File: config.mk
export PLATFORM = sky130hd
export DESIGN_NAME = mfio_top
export DESIGN_NICKNAME = d
export VERILOG_FILES = /design/src/inc/mfio_pkg.sv /design/src/design/mfio_filter.sv /design/src/design/mfio_top.sv
export SDC_FILE = /design/constraint.sdc
export NUM_CORES = 1
export LEC_CHECK = 0
export ABC_AREA = 1
export BUFFER_PORTS_ARGS = -buffer_cell sky130_fd_sc_hd__buf_2
export CAP_MARGIN = 20
export CELL_PAD_IN_SITES_DETAIL_PLACEMENT = 0
export CELL_PAD_IN_SITES_GLOBAL_PLACEMENT = 1
export CORE_MARGIN = 8
export CORE_UTILIZATION = 30
export CTS_CLUSTER_SIZE = 20
export DETAILED_ROUTE_END_ITERATION = 8
export GPL_ROUTABILITY_DRIVEN = 0
export GPL_TIMING_DRIVEN = 0
export PLACE_DENSITY = 0.53
export SETUP_SLACK_MARGIN = 0.15
export SLEW_MARGIN = 0
export SYNTH_ARGS = -nofsm -noshare
export SYNTH_HDL_FRONTEND = slang
export SYNTH_SLANG_ARGS = --single-unit
File: constraint.sdc
create_clock -name core_clk -period 18.7 [get_ports core_clk]
set_input_delay 0.935 -clock core_clk [delete_from_list [all_inputs] [get_ports core_clk]]
set_output_delay 0.935 -clock core_clk [all_outputs]
set_load 0.02 [all_outputs]
File: src/inc/mfio_pkg.sv
/*
 * mfio_pkg: register map, field layout, reset values and timing constants
 * of the multifunction i/o slot block.
 * assumes: one 50 MHz core clock; 32-bit register port with byte offsets.
 */
package mfio_pkg;
    // clock
    localparam int unsigned CLK_HZ = 50_000_000;
    localparam int unsigned CLK_NS = 20;
    // supervision and filter times in their own units
    localparam int unsigned WDOG_MS = 100;
    localparam int unsigned FILT_DEF_US = 3000;
    localparam int unsigned FILT_MIN_US = 10;
    localparam longint unsigned WDOG_CYC = longint'(WDOG_MS) * 1_000_000 / CLK_NS;
    localparam int unsigned FILT_DEF_CYC = FILT_DEF_US * 1000 / CLK_NS;
    localparam int unsigned FILT_MIN_CYC = (FILT_MIN_US * 1000 + CLK_NS - 1) / CLK_NS;
    localparam int unsigned FILT_W = 24;
    localparam int unsigned WDOG_W = 32;
    // register offsets (byte addresses)
    localparam logic [7:0] REG_CTRL = 8'h00;
    localparam logic [7:0] REG_OUT = 8'h04;
    localparam logic [7:0] REG_FILT = 8'h08;
    localparam logic [7:0] REG_STATUS = 8'h0C;
    localparam logic [7:0] REG_COUNT = 8'h10;
    localparam logic [7:0] REG_LATCH = 8'h14;
    localparam logic [7:0] REG_THR_ON = 8'h18;
    localparam logic [7:0] REG_THR_OFF = 8'h1C;
    localparam logic [7:0] REG_PWM_PER = 8'h20;
    localparam logic [7:0] REG_PWM_DUTY = 8'h24;
    localparam logic [7:0] REG_ANALOG = 8'h28;
    localparam logic [7:0] REG_IRQ_STAT = 8'h2C;
    localparam logic [7:0] REG_IRQ_MASK = 8'h30;
    // control field positions
    localparam int unsigned CTRL_S1_LSB = 0;
    localparam int unsigned CTRL_S2_LSB = 2;
    localparam int unsigned CTRL_S3_BIT = 4;
    localparam int unsigned CTRL_S4_LSB = 5;
    localparam int unsigned CTRL_ZERO_BIT = 7;
    localparam int unsigned CTRL_W = 8;
    localparam logic [7:0] CTRL_RST = 8'h00;
    // status / irq layout
    localparam int unsigned STAT_WDOG_BIT = 8;
    localparam int unsigned IRQ_W = 4;
    localparam int unsigned IRQ_WDOG = 0;
    localparam int unsigned IRQ_LATCH = 1;
    localparam int unsigned IRQ_THR = 2;
    localparam int unsigned IRQ_INCHG = 3;
    // analog and pwm fields
    localparam int unsigned ADC_W = 12;
    localparam int unsigned ANA_HI_LSB = 16;
    localparam int unsigned PWM_W = 16;
    localparam logic [15:0] PWM_FULL = 16'hFFFF;
    localparam logic [15:0] PWM_PER_RST = 16'hFFFF;
    // slot module selections
    typedef enum logic [1:0] {MFIO_S1_NONE, MFIO_S1_DIO, MFIO_S1_CNT, MFIO_S1_ENC} mfio_s1_t;
    typedef enum logic [1:0] {MFIO_S2_NONE, MFIO_S2_DIO, MFIO_S2_PWM, MFIO_S2_RSV} mfio_s2_t;
    typedef enum logic [1:0] {MFIO_S4_NONE, MFIO_S4_DI, MFIO_S4_ANA, MFIO_S4_RSV} mfio_s4_t;
endpackage : mfio_pkg

File: src/design/mfio_filter.sv
/*
 * mfio_filter: one digital input debounce filter.
 * assumes: din already synchronised to clk; limit >= 1 cycle, held steady.
 */
`timescale 1ns/1ps
module mfio_filter (
    input wire logic clk,
    input wire logic rst_n,
    input wire logic din,
    input wire logic [mfio_pkg::FILT_W-1:0] limit,
    output logic q_r
);
    logic [mfio_pkg::FILT_W-1:0] cnt_r;
    logic [mfio_pkg::FILT_W-1:0] cnt_nxt;
    logic q_nxt;
    logic differs;

    // new level accepted only after limit stable cycles
    // compare with >= so a limit lowered mid-count cannot strand the counter past it
    assign differs = din != q_r;
    assign cnt_nxt = (!differs || cnt_r >= limit - 1'b1) ? '0 : cnt_r + 1'b1;
    assign q_nxt = (differs && cnt_r >= limit - 1'b1) ? din : q_r;

    // state registers
    always_ff @(posedge clk or negedge rst_n) begin
        if (!rst_n) begin
            cnt_r <= '0;
            q_r <= 1'b0;
        end else begin
            cnt_r <= cnt_nxt;
            q_r <= q_nxt;
        end
    end
endmodule : mfio_filter

File: src/design/mfio_top.sv
/*
 * mfio_top: four-slot multifunction i/o block with eight filtered inputs,
 * four outputs, counter/encoder, pwm, analog capture, watchdog and irq.
 * assumes: field inputs asynchronous to core_clk; analog samples come from
 * an external 12-bit converter on core_clk; host drives the register port.
 */
`timescale 1ns/1ps
// Functional notes
// - each slot holds at most one module, which sets its i/o mode; may be empty
// - host communication supervised by a fixed 100 ms watchdog
// - slot one owns in1, in2, in3 in encoder mode, out1, out2
// - encoder mode: two track inputs up to 250 kHz, two encoder outputs
// - counter mode: count input, direction input, two counter outputs
// - in3 high in encoder mode latches the value or resets the counter
// - slot two owns in3, in4, out3, out4; dual i/o or pwm module
// - pwm module keeps two filtered inputs, drives both outputs as pwm
// - slot three: in5, in6 as fixed filtered inputs only
// - slot four: two 12-bit analog inputs or two filtered digital inputs
// - all inputs filtered; default 3 ms, minimum 10 us (counter and encoder count in1, in2 from the unfiltered synchronised tracks)
// - only inputs three to six take a configurable filter time
// - one indicator per input follows its filtered state
module mfio_top #(
    parameter longint unsigned WDOG_CYCLES = mfio_pkg::WDOG_CYC,
    parameter int unsigned FILT_DEF_CYCLES = mfio_pkg::FILT_DEF_CYC
) (
    input wire logic core_clk,
    input wire logic rst_n,
    input wire logic [7:0] reg_addr,
    input wire logic [31:0] reg_wdata,
    input wire logic reg_wr,
    input wire logic reg_rd,
    output logic [31:0] reg_rdata,
    input wire logic [7:0] field_in,
    input wire logic [mfio_pkg::ADC_W-1:0] adc_ch7,
    input wire logic [mfio_pkg::ADC_W-1:0] adc_ch8,
    input wire logic adc_valid,
    output logic [3:0] field_out,
    output logic [7:0] in_led,
    output logic wdog_err,
    output logic irq
);
    localparam logic [mfio_pkg::FILT_W-1:0] FILT_DEF = mfio_pkg::FILT_W'(FILT_DEF_CYCLES);
    localparam logic [mfio_pkg::FILT_W-1:0] FILT_MIN = mfio_pkg::FILT_W'(mfio_pkg::FILT_MIN_CYC);
    localparam logic [mfio_pkg::WDOG_W-1:0] WDOG_LAST = mfio_pkg::WDOG_W'(WDOG_CYCLES - 1);

    // pwm level: full-scale duty keeps the stage on for the whole period
    function automatic logic pwm_level(input logic [15:0] cnt, input logic [15:0] duty);
        pwm_level = (duty == mfio_pkg::PWM_FULL) || (cnt < duty);
    endfunction : pwm_level

    // reset release and input synchronisers
    logic [1:0] rst_sync_r;
    logic rst_n_s;
    logic [7:0] in_meta_r;
    logic [7:0] in_sync_r;

    // registers
    logic [mfio_pkg::CTRL_W-1:0] ctrl_r;
    logic [3:0] out_sw_r;
    logic [mfio_pkg::FILT_W-1:0] filt_cfg_r;
    logic [31:0] count_r;
    logic [31:0] count_nxt;
    logic [31:0] latch_r;
    logic [31:0] thr_on_r;
    logic [31:0] thr_off_r;
    logic [15:0] pwm_per_r;
    logic [15:0] pwm_duty3_r;
    logic [15:0] pwm_duty4_r;
    logic [15:0] pwm_cnt_r;
    logic [mfio_pkg::ADC_W-1:0] ana7_r;
    logic [mfio_pkg::ADC_W-1:0] ana8_r;
    logic [mfio_pkg::IRQ_W-1:0] irq_stat_r;
    logic [mfio_pkg::IRQ_W-1:0] irq_mask_r;
    logic [mfio_pkg::IRQ_W-1:0] irq_evt;
    logic [31:0] reg_rdata_r;
    logic [31:0] rd_mux;
    logic [mfio_pkg::WDOG_W-1:0] wdog_cnt_r;
    logic wdog_err_r;
    logic wdog_expire;
    logic [7:0] filt_q;
    logic [7:0] filt_prev_r;
    logic [3:0] out_r;
    logic [3:0] out_nxt;
    logic thr_out_r;
    logic thr_out_nxt;
    logic enc_a_r;
    logic enc_b_r;
    logic in3_prev_r;

    // decoded slot modes
    mfio_pkg::mfio_s1_t s1_mode;
    mfio_pkg::mfio_s2_t s2_mode;
    mfio_pkg::mfio_s4_t s4_mode;
    logic s3_on;
    logic enc_mode;
    logic cnt_mode;
    logic pwm_mode;
    logic zero_on_in3;

    // one field per slot can only hold one module code at a time
    assign s1_mode = mfio_pkg::mfio_s1_t'(ctrl_r[mfio_pkg::CTRL_S1_LSB +: 2]);
    assign s2_mode = mfio_pkg::mfio_s2_t'(ctrl_r[mfio_pkg::CTRL_S2_LSB +: 2]);
    assign s3_on = ctrl_r[mfio_pkg::CTRL_S3_BIT];
    assign s4_mode = mfio_pkg::mfio_s4_t'(ctrl_r[mfio_pkg::CTRL_S4_LSB +: 2]);
    assign zero_on_in3 = ctrl_r[mfio_pkg::CTRL_ZERO_BIT];
    assign enc_mode = s1_mode == mfio_pkg::MFIO_S1_ENC;
    assign cnt_mode = s1_mode == mfio_pkg::MFIO_S1_CNT;
    assign pwm_mode = s2_mode == mfio_pkg::MFIO_S2_PWM;

    // register write decode
    logic wr_ctrl, wr_out, wr_filt, wr_count, wr_thr_on, wr_thr_off;
    logic wr_per, wr_duty, wr_istat, wr_imask;
    assign wr_ctrl = reg_wr && reg_addr == mfio_pkg::REG_CTRL;
    assign wr_out = reg_wr && reg_addr == mfio_pkg::REG_OUT;
    assign wr_filt = reg_wr && reg_addr == mfio_pkg::REG_FILT;
    assign wr_count = reg_wr && reg_addr == mfio_pkg::REG_COUNT;
    assign wr_thr_on = reg_wr && reg_addr == mfio_pkg::REG_THR_ON;
    assign wr_thr_off = reg_wr && reg_addr == mfio_pkg::REG_THR_OFF;
    assign wr_per = reg_wr && reg_addr == mfio_pkg::REG_PWM_PER;
    assign wr_duty = reg_wr && reg_addr == mfio_pkg::REG_PWM_DUTY;
    assign wr_istat = reg_wr && reg_addr == mfio_pkg::REG_IRQ_STAT;
    assign wr_imask = reg_wr && reg_addr == mfio_pkg::REG_IRQ_MASK;

    // reset release: async assert, two-stage deassert
    always_ff @(posedge core_clk or negedge rst_n) begin
        if (!rst_n) begin
            rst_sync_r <= 2'b00;
        end else begin
            rst_sync_r <= {rst_sync_r[0], 1'b1};
        end
    end
    assign rst_n_s = rst_sync_r[1];

    // field pins are asynchronous: two flops before any logic
    always_ff @(posedge core_clk or negedge rst_n_s) begin
        if (!rst_n_s) begin
            in_meta_r <= '0;
            in_sync_r <= '0;
        end else begin
            in_meta_r <= field_in;
            in_sync_r <= in_meta_r;
        end
    end

    // filters: inputs 3..6 use the programmable time, others fixed default
    genvar gi;
    generate
        for (gi = 0; gi < 8; gi++) begin : g_filt
            localparam bit CFG = (gi >= 2) && (gi <= 5);
            mfio_filter u_filt (
                .clk(core_clk),
                .rst_n(rst_n_s),
                .din(in_sync_r[gi]),
                .limit(CFG ? filt_cfg_r : FILT_DEF),
                .q_r(filt_q[gi])
            );
        end
    endgenerate
    // indicators mirror filtered state; in3 belongs to slot one in encoder mode
    assign in_led = filt_q;

    // watchdog: any register write is a host refresh
    assign wdog_expire = !wdog_err_r && wdog_cnt_r == WDOG_LAST;
    always_ff @(posedge core_clk or negedge rst_n_s) begin
        if (!rst_n_s) begin
            wdog_cnt_r <= '0;
            wdog_err_r <= 1'b0;
        end else if (reg_wr) begin
            wdog_cnt_r <= '0;
            wdog_err_r <= 1'b0;
        end else if (wdog_expire) begin
            wdog_err_r <= 1'b1;
        end else if (!wdog_err_r) begin
            wdog_cnt_r <= wdog_cnt_r + 1'b1;
        end
    end
    assign wdog_err = wdog_err_r;

    // encoder x4 quadrature and pulse counter on the fast synchronised tracks
    // filter is bypassed here: a 3 ms debounce would swallow 250 kHz edges
    logic enc_step, enc_up, cnt_edge, in3_hit;
    assign enc_step = (in_sync_r[0] ^ enc_a_r) ^ (in_sync_r[1] ^ enc_b_r);
    assign enc_up = enc_a_r ^ in_sync_r[1];
    assign cnt_edge = in_sync_r[0] && !enc_a_r;
    assign in3_hit = enc_mode && filt_q[2] && !in3_prev_r;

    // next count value
    always_comb begin
        count_nxt = count_r;
        if (wr_count) begin
            count_nxt = reg_wdata;
        end else if (in3_hit && zero_on_in3) begin
            count_nxt = '0;
        end else if (enc_mode && enc_step) begin
            count_nxt = enc_up ? count_r + 1'b1 : count_r - 1'b1;
        end else if (cnt_mode && cnt_edge) begin
            // direction input high counts up, low counts down
            count_nxt = in_sync_r[1] ? count_r + 1'b1 : count_r - 1'b1;
        end
    end

    // out1 switches on at the on threshold, off at the off threshold
    assign thr_out_nxt = (count_nxt == thr_on_r) ? 1'b1 :
                         (count_nxt == thr_off_r) ? 1'b0 : thr_out_r;

    // slot output map; watchdog expiry forces every output inactive
    always_comb begin
        out_nxt = '0;
        if (!wdog_err_r) begin
            case (s1_mode)
                mfio_pkg::MFIO_S1_DIO: out_nxt[1:0] = out_sw_r[1:0];
                mfio_pkg::MFIO_S1_CNT,
                mfio_pkg::MFIO_S1_ENC: out_nxt[1:0] = {out_sw_r[1], thr_out_r};
                default: out_nxt[1:0] = 2'b00;
            endcase
            case (s2_mode)
                mfio_pkg::MFIO_S2_DIO: out_nxt[3:2] = out_sw_r[3:2];
                mfio_pkg::MFIO_S2_PWM: out_nxt[3:2] = {pwm_level(pwm_cnt_r, pwm_duty4_r),
                                                      pwm_level(pwm_cnt_r, pwm_duty3_r)};
                default: out_nxt[3:2] = 2'b00;
            endcase
        end
    end
    assign field_out = out_r;

    // interrupt events
    assign irq_evt[mfio_pkg::IRQ_WDOG] = wdog_expire;
    assign irq_evt[mfio_pkg::IRQ_LATCH] = in3_hit;
    assign irq_evt[mfio_pkg::IRQ_THR] = thr_out_nxt && !thr_out_r && (enc_mode || cnt_mode);
    assign irq_evt[mfio_pkg::IRQ_INCHG] = filt_q != filt_prev_r;
    assign irq = |(irq_stat_r & irq_mask_r);

    // control/config registers written by software
    always_ff @(posedge core_clk or negedge rst_n_s) begin
        if (!rst_n_s) begin
            ctrl_r <= mfio_pkg::CTRL_RST;
            out_sw_r <= '0;
            filt_cfg_r <= FILT_DEF;
            thr_on_r <= '0;
            thr_off_r <= '0;
            pwm_per_r <= mfio_pkg::PWM_PER_RST;
            pwm_duty3_r <= '0;
            pwm_duty4_r <= '0;
            irq_mask_r <= '0;
        end else begin
            if (wr_ctrl) ctrl_r <= reg_wdata[mfio_pkg::CTRL_W-1:0];
            if (wr_out) out_sw_r <= reg_wdata[3:0];
            // shorter settings are clamped to the 10 us floor
            if (wr_filt) filt_cfg_r <= (reg_wdata[mfio_pkg::FILT_W-1:0] < FILT_MIN) ?
                                       FILT_MIN : reg_wdata[mfio_pkg::FILT_W-1:0];
            if (wr_thr_on) thr_on_r <= reg_wdata;
            if (wr_thr_off) thr_off_r <= reg_wdata;
            if (wr_per) pwm_per_r <= reg_wdata[mfio_pkg::PWM_W-1:0];
            if (wr_duty) pwm_duty3_r <= reg_wdata[mfio_pkg::PWM_W-1:0];
            if (wr_duty) pwm_duty4_r <= reg_wdata[mfio_pkg::ANA_HI_LSB +: mfio_pkg::PWM_W];
            if (wr_imask) irq_mask_r <= reg_wdata[mfio_pkg::IRQ_W-1:0];
        end
    end

    // block state: counter, latch, pwm timebase, analog, outputs
    always_ff @(posedge core_clk or negedge rst_n_s) begin
        if (!rst_n_s) begin
            count_r <= '0;
            latch_r <= '0;
            enc_a_r <= 1'b0;
            enc_b_r <= 1'b0;
            in3_prev_r <= 1'b0;
            thr_out_r <= 1'b0;
            pwm_cnt_r <= '0;
            ana7_r <= '0;
            ana8_r <= '0;
            out_r <= '0;
            filt_prev_r <= '0;
        end else begin
            count_r <= count_nxt;
            enc_a_r <= in_sync_r[0];
            enc_b_r <= in_sync_r[1];
            in3_prev_r <= filt_q[2];
            thr_out_r <= thr_out_nxt;
            out_r <= out_nxt;
            filt_prev_r <= filt_q;
            if (in3_hit && !zero_on_in3) latch_r <= count_r;
            // timebase wraps at the programmed period
            pwm_cnt_r <= (!pwm_mode || pwm_cnt_r >= pwm_per_r) ? '0 : pwm_cnt_r + 1'b1;
            if (adc_valid && s4_mode == mfio_pkg::MFIO_S4_ANA) begin
                ana7_r <= adc_ch7;
                ana8_r <= adc_ch8;
            end
        end
    end

    // sticky status: a new event wins over a same-cycle clear
    always_ff @(posedge core_clk or negedge rst_n_s) begin
        if (!rst_n_s) begin
            irq_stat_r <= '0;
        end else begin
            irq_stat_r <= (irq_stat_r & ~(wr_istat ? reg_wdata[mfio_pkg::IRQ_W-1:0] : '0))
                          | irq_evt;
        end
    end

    // read mux; unmapped offsets read zero
    always_comb begin
        rd_mux = '0;
        if (reg_addr == mfio_pkg::REG_CTRL) begin
            rd_mux[mfio_pkg::CTRL_W-1:0] = ctrl_r;
        end else if (reg_addr == mfio_pkg::REG_OUT) begin
            rd_mux[3:0] = out_sw_r;
        end else if (reg_addr == mfio_pkg::REG_FILT) begin
            rd_mux[mfio_pkg::FILT_W-1:0] = filt_cfg_r;
        end else if (reg_addr == mfio_pkg::REG_STATUS) begin
            rd_mux[7:0] = filt_q;
            rd_mux[mfio_pkg::STAT_WDOG_BIT] = wdog_err_r;
            rd_mux[mfio_pkg::ANA_HI_LSB +: 4] = out_r;
        end else if (reg_addr == mfio_pkg::REG_COUNT) begin
            rd_mux = count_r;
        end else if (reg_addr == mfio_pkg::REG_LATCH) begin
            rd_mux = latch_r;
        end else if (reg_addr == mfio_pkg::REG_THR_ON) begin
            rd_mux = thr_on_r;
        end else if (reg_addr == mfio_pkg::REG_THR_OFF) begin
            rd_mux = thr_off_r;
        end else if (reg_addr == mfio_pkg::REG_PWM_PER) begin
            rd_mux[mfio_pkg::PWM_W-1:0] = pwm_per_r;
        end else if (reg_addr == mfio_pkg::REG_PWM_DUTY) begin
            rd_mux = {pwm_duty4_r, pwm_duty3_r};
        end else if (reg_addr == mfio_pkg::REG_ANALOG) begin
            rd_mux[mfio_pkg::ADC_W-1:0] = ana7_r;
            rd_mux[mfio_pkg::ANA_HI_LSB +: mfio_pkg::ADC_W] = ana8_r;
        end else if (reg_addr == mfio_pkg::REG_IRQ_STAT) begin
            rd_mux[mfio_pkg::IRQ_W-1:0] = irq_stat_r;
        end else if (reg_addr == mfio_pkg::REG_IRQ_MASK) begin
            rd_mux[mfio_pkg::IRQ_W-1:0] = irq_mask_r;
        end
    end

    // read data stand only in the cycle after the strobe
    always_ff @(posedge core_clk or negedge rst_n_s) begin
        if (!rst_n_s) begin
            reg_rdata_r <= '0;
        end else begin
            reg_rdata_r <= reg_rd ? rd_mux : '0;
        end
    end
    assign reg_rdata = reg_rdata_r;
endmodule : mfio_top

Yosys cells after proc, flatten, opt, wreduce, memory -nomap -nowiden:

Index checks and enable logic that the tools add are counted.

* order comparisons: 12
* bitwise logic cells: 8
* eq/ne operators: 34
* reductions and logical operators: 60
* multiplexer cells: 57
* add/subtract/negate cells: 13

Operator list (count)
* $mux 32: 18
* $mux 24: 11
* $add 24x1->24 const B: 8
* $ge 24x18->1 const B: 4
* $ge 24x24->1: 4
* $add 32x1->32 const B: 2
* $eq 32x32->1: 2
* $mux 12: 4
* $mux 16: 3
* $eq 8x6->1 const B: 5
* $mux 4: 9
* $eq 16x16->1 const B: 2
* $eq 32x23->1 const B: 1
* $eq 8x5->1 const B: 4
* $lt 16x16->1: 2
* $sub 32x1->32 const B: 1
* $logic_and 1x1->1: 29
* $mux 28: 1
* $lt 24x9->1 const B: 1
* $mux 8: 3
* $sub 24x1->24 const B: 1
* $add 16x1->16 const B: 1
* $eq 8x4->1 const B: 2
* $ge 16x16->1: 1
* 21 further kinds: 65

* output and inout bits: 46
* flip-flop bits (word level): 559
* bits of input ports: 77

Logic depth before layout (Yosys ltp):

* word-level depth: 19
* depth in mapped cells: 22
* gate-level depth less buffers: 22

By module:

Synthesis repeated with hierarchy kept, for this count alone.

* cells, all modules: 5702
* area total of the unflattened synthesis: 40931.8 sq um

By module, submodules not included
* mfio_top: cells each 2796, area an instance 20811.2 sq um, instances 1
* mfio_filter at g_filt[1].u_filt ...: cells each 359, area an instance 2503.7 sq um, instances 6
* mfio_filter at g_filt[0].u_filt: cells each 377, area an instance 2571.2 sq um, instances 1
* mfio_filter at g_filt[4].u_filt: cells each 375, area an instance 2527.4 sq um, instances 1

Least setup slack after synthesis:

No wires, ideal clock.

* path kind: reg-to-reg
* start point: reg filt_cfg_r[0] (netlist name)
* end point: reg g_filt[5].u_filt.cnt_r[11] (netlist name)
* data arrival time: 3.681 ns
* stages on the path, launching flop included: 23
* data required time: 18.612 ns
* path slack: 14.931 ns
* setup time: 0.088 ns
* period minus slack after synthesis: 3.769 ns
* path buffers: 2
* path through: dfrtp_1 inv_1 ha_1 nand2_1 inv_1 nand2_1 inv_1 nand4_1 nor4_1 nand4_1 nor3_1 nand2_1 nor3_1 xnor2_1 ha_1 nand4_1 nor3_1 a221oi_1 nand3_1 or2_2 clkbuf_1 clkbuf_1 nor3b_1

* cells in the longest elaborated chain, start to end: 4

RTL lines
* start, declared: line mfio_top.sv:60 `logic [mfio_pkg::FILT_W-1:0] filt_cfg_r;`
* start signal, assigned: line mfio_top.sv:249 `if (wr_filt) filt_cfg_r <= (reg_wdata[mfio_pkg::FILT_W-1:0] < FILT_MIN) ?`
* $sub 24x1->24: line mfio_filter.sv:21 `assign cnt_nxt = (!differs || cnt_r >= limit - 1'b1) ? '0 : cnt_r + 1'b1;`
* $ge 24x24->1: line mfio_filter.sv:21
* $logic_or 1x1->1: line mfio_filter.sv:21
* $mux 24: line mfio_filter.sv:21
* via g_filt[5].u_filt.cnt_nxt (one bit): line mfio_filter.sv:14 `logic [mfio_pkg::FILT_W-1:0] cnt_nxt;`
* end signal, assigned: line mfio_filter.sv:30 `cnt_r <= cnt_nxt;`
* end, declared: line mfio_filter.sv:13 `logic [mfio_pkg::FILT_W-1:0] cnt_r;`

The timed path passes the listed nets, and every way through them passes these cells.
A chain may end at the register's enable or synchronous reset.

Final worst setup path:

* start point: reg filt_cfg_r[0] (netlist name)
* end point: reg g_filt[2].u_filt.cnt_r[5] (netlist name)

* cells in the longest elaborated chain, start to end: 4

RTL lines (line)
* $sub 24x1->24: mfio_filter.sv:21
* $ge 24x24->1: mfio_filter.sv:21
* $logic_or 1x1->1: mfio_filter.sv:21
* $mux 24: mfio_filter.sv:21
* via g_filt[2].u_filt.cnt_nxt (one bit): mfio_filter.sv:14
* end signal, assigned: mfio_filter.sv:30
* end, declared: mfio_filter.sv:13

The timed path passes the listed nets, and every way through them passes these cells.

==> impl_summary.txt <==
----------------------------------------------------
[Outcome]
  Outcome ... finished clean

[Route]
  Via density ... 4.971
  Number of violations reported at the end of detailed-routing iteration 0 ... 2,561
  Post-detailed-route count of antenna-violating nets ... 0
  DR DRC count ... 0
  First-pass iteration count of the detailed router ... 7
  Final Routed Wirelength ... 128.5 mm
  Via count ... 29,027
  Drt wl/cell ... between 20 and 25 µm

[Synthesis]
  Most used standard cell by instance count after synthesis ... nand2_1
  Async SR Flop Fraction ... 100.0%
  Synth warnings ... 0
  Sequential area share after synthesis ... a little over two fifths
  Number of flops mapped to enable cells by yosys ... 0
  Mean Syn Cell Area ... 7.825 µm²
  Top area cells in the synthesized netlist ... dfrtp_1 41%, nand2_1 11%, ha_1 6.1%
  Number of flip-flops and latches in the synthesized netlist ... about 560
  Synthesized instance count ... 4,143
  Top-area cell type share of the netlist area ... between 40% and 50%
  Dominant synthesized flop cell ... dfrtp_1
  Cell area after synthesis ... about 32,000 µm²
  Library cell with the largest summed area after synthesis ... dfrtp_1
  Top cell types by occurrence after synthesis ... 952 x nand2_1, 534 x dfrtp_1, 479 x inv_1
  Yosys cell types ... 63

[Global route]
  Pin count of the biggest net entering global routing ... 63
  All-Layer GR Usage ... 21.39%
  Vias in the first global route ... 28,000
  Sum of overflow across all layers after global routing ... 0
  Antenna violations before repair ... 9
  Global-route wire length before repair ... about 190 mm

[Placement]
  Number of input and output port buffers inserted ... around 120
  HPWL after detailed placement ... 100.6 mm
  Instance count after placement with tap cells included ... 5,702

[STA]
  Endpoints failing setup ... 0
  Shortest period the worst path allows ... 5.417 ns
  Final critical-path share of the clock period ... 28.97%
  Normalized max-slew margin ... 23.57%
  Least-Margin Pin Slew ... ~1.1 ns
  Unrepaired setup endpoints after global routing ... no
  F_max ... 184.6 MHz
  Maximum clock skew at final layout ... roughly 0.039 ns
  Hold violation count in the final report ... 0
  Number of max-slew violations in the final report ... 0

[Power and ir drop]
  Power per cell area ... 92.14 nW/µm²
  Power consumption ... between 0.003 and 0.004 W
  Static leakage ... 17.05 nW
  Peak supply drop ... 53.30 µV

[Setup path]
  Data arrival time of the worst path ... 5.96 ns
  Setup slack of the worst register-to-register path ... 13.28 ns
  Crit end category ... register
  Critical Path Source Type ... register
  Largest fanout on the critical path ... 10
  Required arrival time at the worst endpoint ... just under 20 ns
  Category of the critical setup timing path ... register to register

[Floorplan]
  Die boundary height ... 344.7 µm
  Area of the core region ... 107,200 µm²
  Area enclosed by the die boundary ... 118,800 µm²
  Floorplan die width ... 344.7 µm
  Number of placement rows ... 120
  Starting Density ... 30.24%
  Number of I/O pins ... 123

[Clocking]
  CTS tree ... yes
  H-tree levels ... 3
  TritonCTS buffer count ... 73
  Setup fix buffers added after clock tree synthesis ... 0
  Clock transition time at the flip-flop clock pins of the worst setup and hold paths ... ~0.060 ns
  CTS Buffer Depth ... 3
  Worst-skew pair later-pin latency ... around 0.66 ns
  Clk sink count ... 558
  PostCTS Resize Cnt ... 0
  Root buffer cell ... clkbuf_16
  Count of hold-fix buffers inserted at cts ... 0

[Layout]
  Number of nets at the end of the flow ... 4,610
  Fill cell total of the finished layout ... 11,526
  Post-layout instance count excluding filler cells ... 5,839
  Layout area overhead ... 15.96%
  Fraction of final layout cells with drive strength greater than 1 ... 10.40%

[Min path]
  Type of the worst min-delay path ... input port to asynchronous set/reset pin

[Run]
  Max_cap viols ... 0

----------------------------------------------------
area by class of cell:
type / count / area (µm²) / share of cell area (%)
diodes: 3 / 7.507 / 0.01997
plain buffers: 125 / 611.8 / 1.628
clock buffers: 106 / 2103 / 5.595
clock inverters: 27 / 315.3 / 0.8388
inverters: 490 / 1844 / 4.906
multi-input cells: 2993 / 16050 / 42.71
flip-flops and latches: 558 / 14000 / 37.24
well taps: 1403 / 1755 / 4.670
repair buffers: 134 / 900.9 / 2.397
placed cells by master (no fill, tap or decap), types with 11 or more instances in the layout:
| cell type | n |
|---|---|
| nand2_1 | 952 |
| dfrtp_1 | 533 |
| inv_1 | 479 |
| nor2_1 | 428 |
| o21ai_0 | 345 |
| nand3_1 | 226 |
| a21oi_1 | 183 |
| ha_1 | 158 |
| buf_2 | 141 |
| nor3_1 | 104 |
| clkbuf_1 | 100 |
| nand4_1 | 79 |
| xor2_1 | 75 |
| clkbuf_16 | 75 |
| nor3b_1 | 54 |
| nor2_2 | 36 |
| xnor2_1 | 34 |
| nor4_1 | 26 |
| o22ai_1 | 26 |
| mux2_2 | 25 |
| conb_1 | 25 |
| dfstp_2 | 24 |
| o211ai_1 | 22 |
| nand2_2 | 19 |
| o221ai_1 | 18 |
| buf_4 | 18 |
| nand3_2 | 17 |
| a211oi_1 | 16 |
| clkinv_2 | 14 |
| a31oi_1 | 11 |
| o2111ai_1 | 11 |
| clkbuf_8 | 11 |
power breakdown:
part	internal, W	leakage [nW]	total [W]	switching (W)
Combinational	0.000188	8.44	0.000671	0.000483
Sequential	0.00128	7.42	0.00135	0.0000776
Clock	0.000855	1.19	0.00144	0.000584
Total	0.00232	17.1	0.00346	0.00114
per-layer routing:
layer	up-vias	GRT usage (%)	wire length, µm
met2	720	31.13	53490
met4	2	5.205	2656
met3	122	2.706	6560
li1	14193	-	-
met1	13990	33.13	65790
met5	-	0	7
cells by family after synthesis:
family	share of synthesized area [%]
fa+ha+maj	6.098
xor+xnor	3.030
mux	0.8684
flops	43.17
other cells	0.02317
compound gates	11.83
buf+inv	7.577
simple gates	27.40
metrics by stage:
step	utilization, %	instance area, µm²	worst slack (ns)	hold WS [ns]	TNS [ns]
2_1_floorplan	-	32500	2.037	0.3312	0
3_3_place_gp	32.53	34870	-6.820	0.3346	-3591.21
3_5_place_dp	32.79	35160	13.14	0.3371	0
4_1_cts	35.05	37570	13.14	0.02271	0
5_1_grt	35.06	37580	12.81	0.04512	0
6_report	35.06	37590	13.28	0.07009	0
sequential cells by signal, indices dropped and copies added, names as in the netlist, 16 cells and up:
signal,flops
thr_off_r,32
count_r,32
pwm_cnt_r,16
pwm_duty3_r,16
g_filt.u_filt.cnt_r,192
wdog_cnt_r,32
filt_cfg_r,24
reg_rdata,32
latch_r,32
pwm_per_r,16
pwm_duty4_r,16
thr_on_r,32
worst max-delay path: stages, from the launching register on:
cell	delay [ns]
dfrtp_1	0.36
inv_1	0.45
ha_1	0.28
nand2_1	0.09
inv_1	0.06
nand2_1	0.07
inv_1	0.08
nand4_1	0.09
nor4_1	0.18
nand4_1	0.23
nor3_1	0.35
nand2_1	0.13
a22oi_1	0.69
ha_1	0.38
nand4_1	0.12
nor3_1	0.09
a221oi_1	0.31
nand3_1	0.25
or2_2	0.36
clkbuf_1	0.23
clkbuf_1	0.33
nor3_1	0.21
path summary, 6_finish.rpt:
kind	from	end	depth (start not counted)
setup / recovery	filt_cfg_r[0]	g_filt[2].u_filt.cnt_r[5]	21
hold / removal	rst_n	rst_sync_r[1]	1
setup reg to reg	filt_cfg_r[0]	g_filt[2].u_filt.cnt_r[5]	21
hold reg to reg	in_meta_r[4]	in_sync_r[4]	0
max in group asynchronous	rst_sync_r[1]	ana8_r[7]	3
min in group core_clk	in_meta_r[4]	in_sync_r[4]	0
Note: power is estimated with default switching activity, not from simulation.
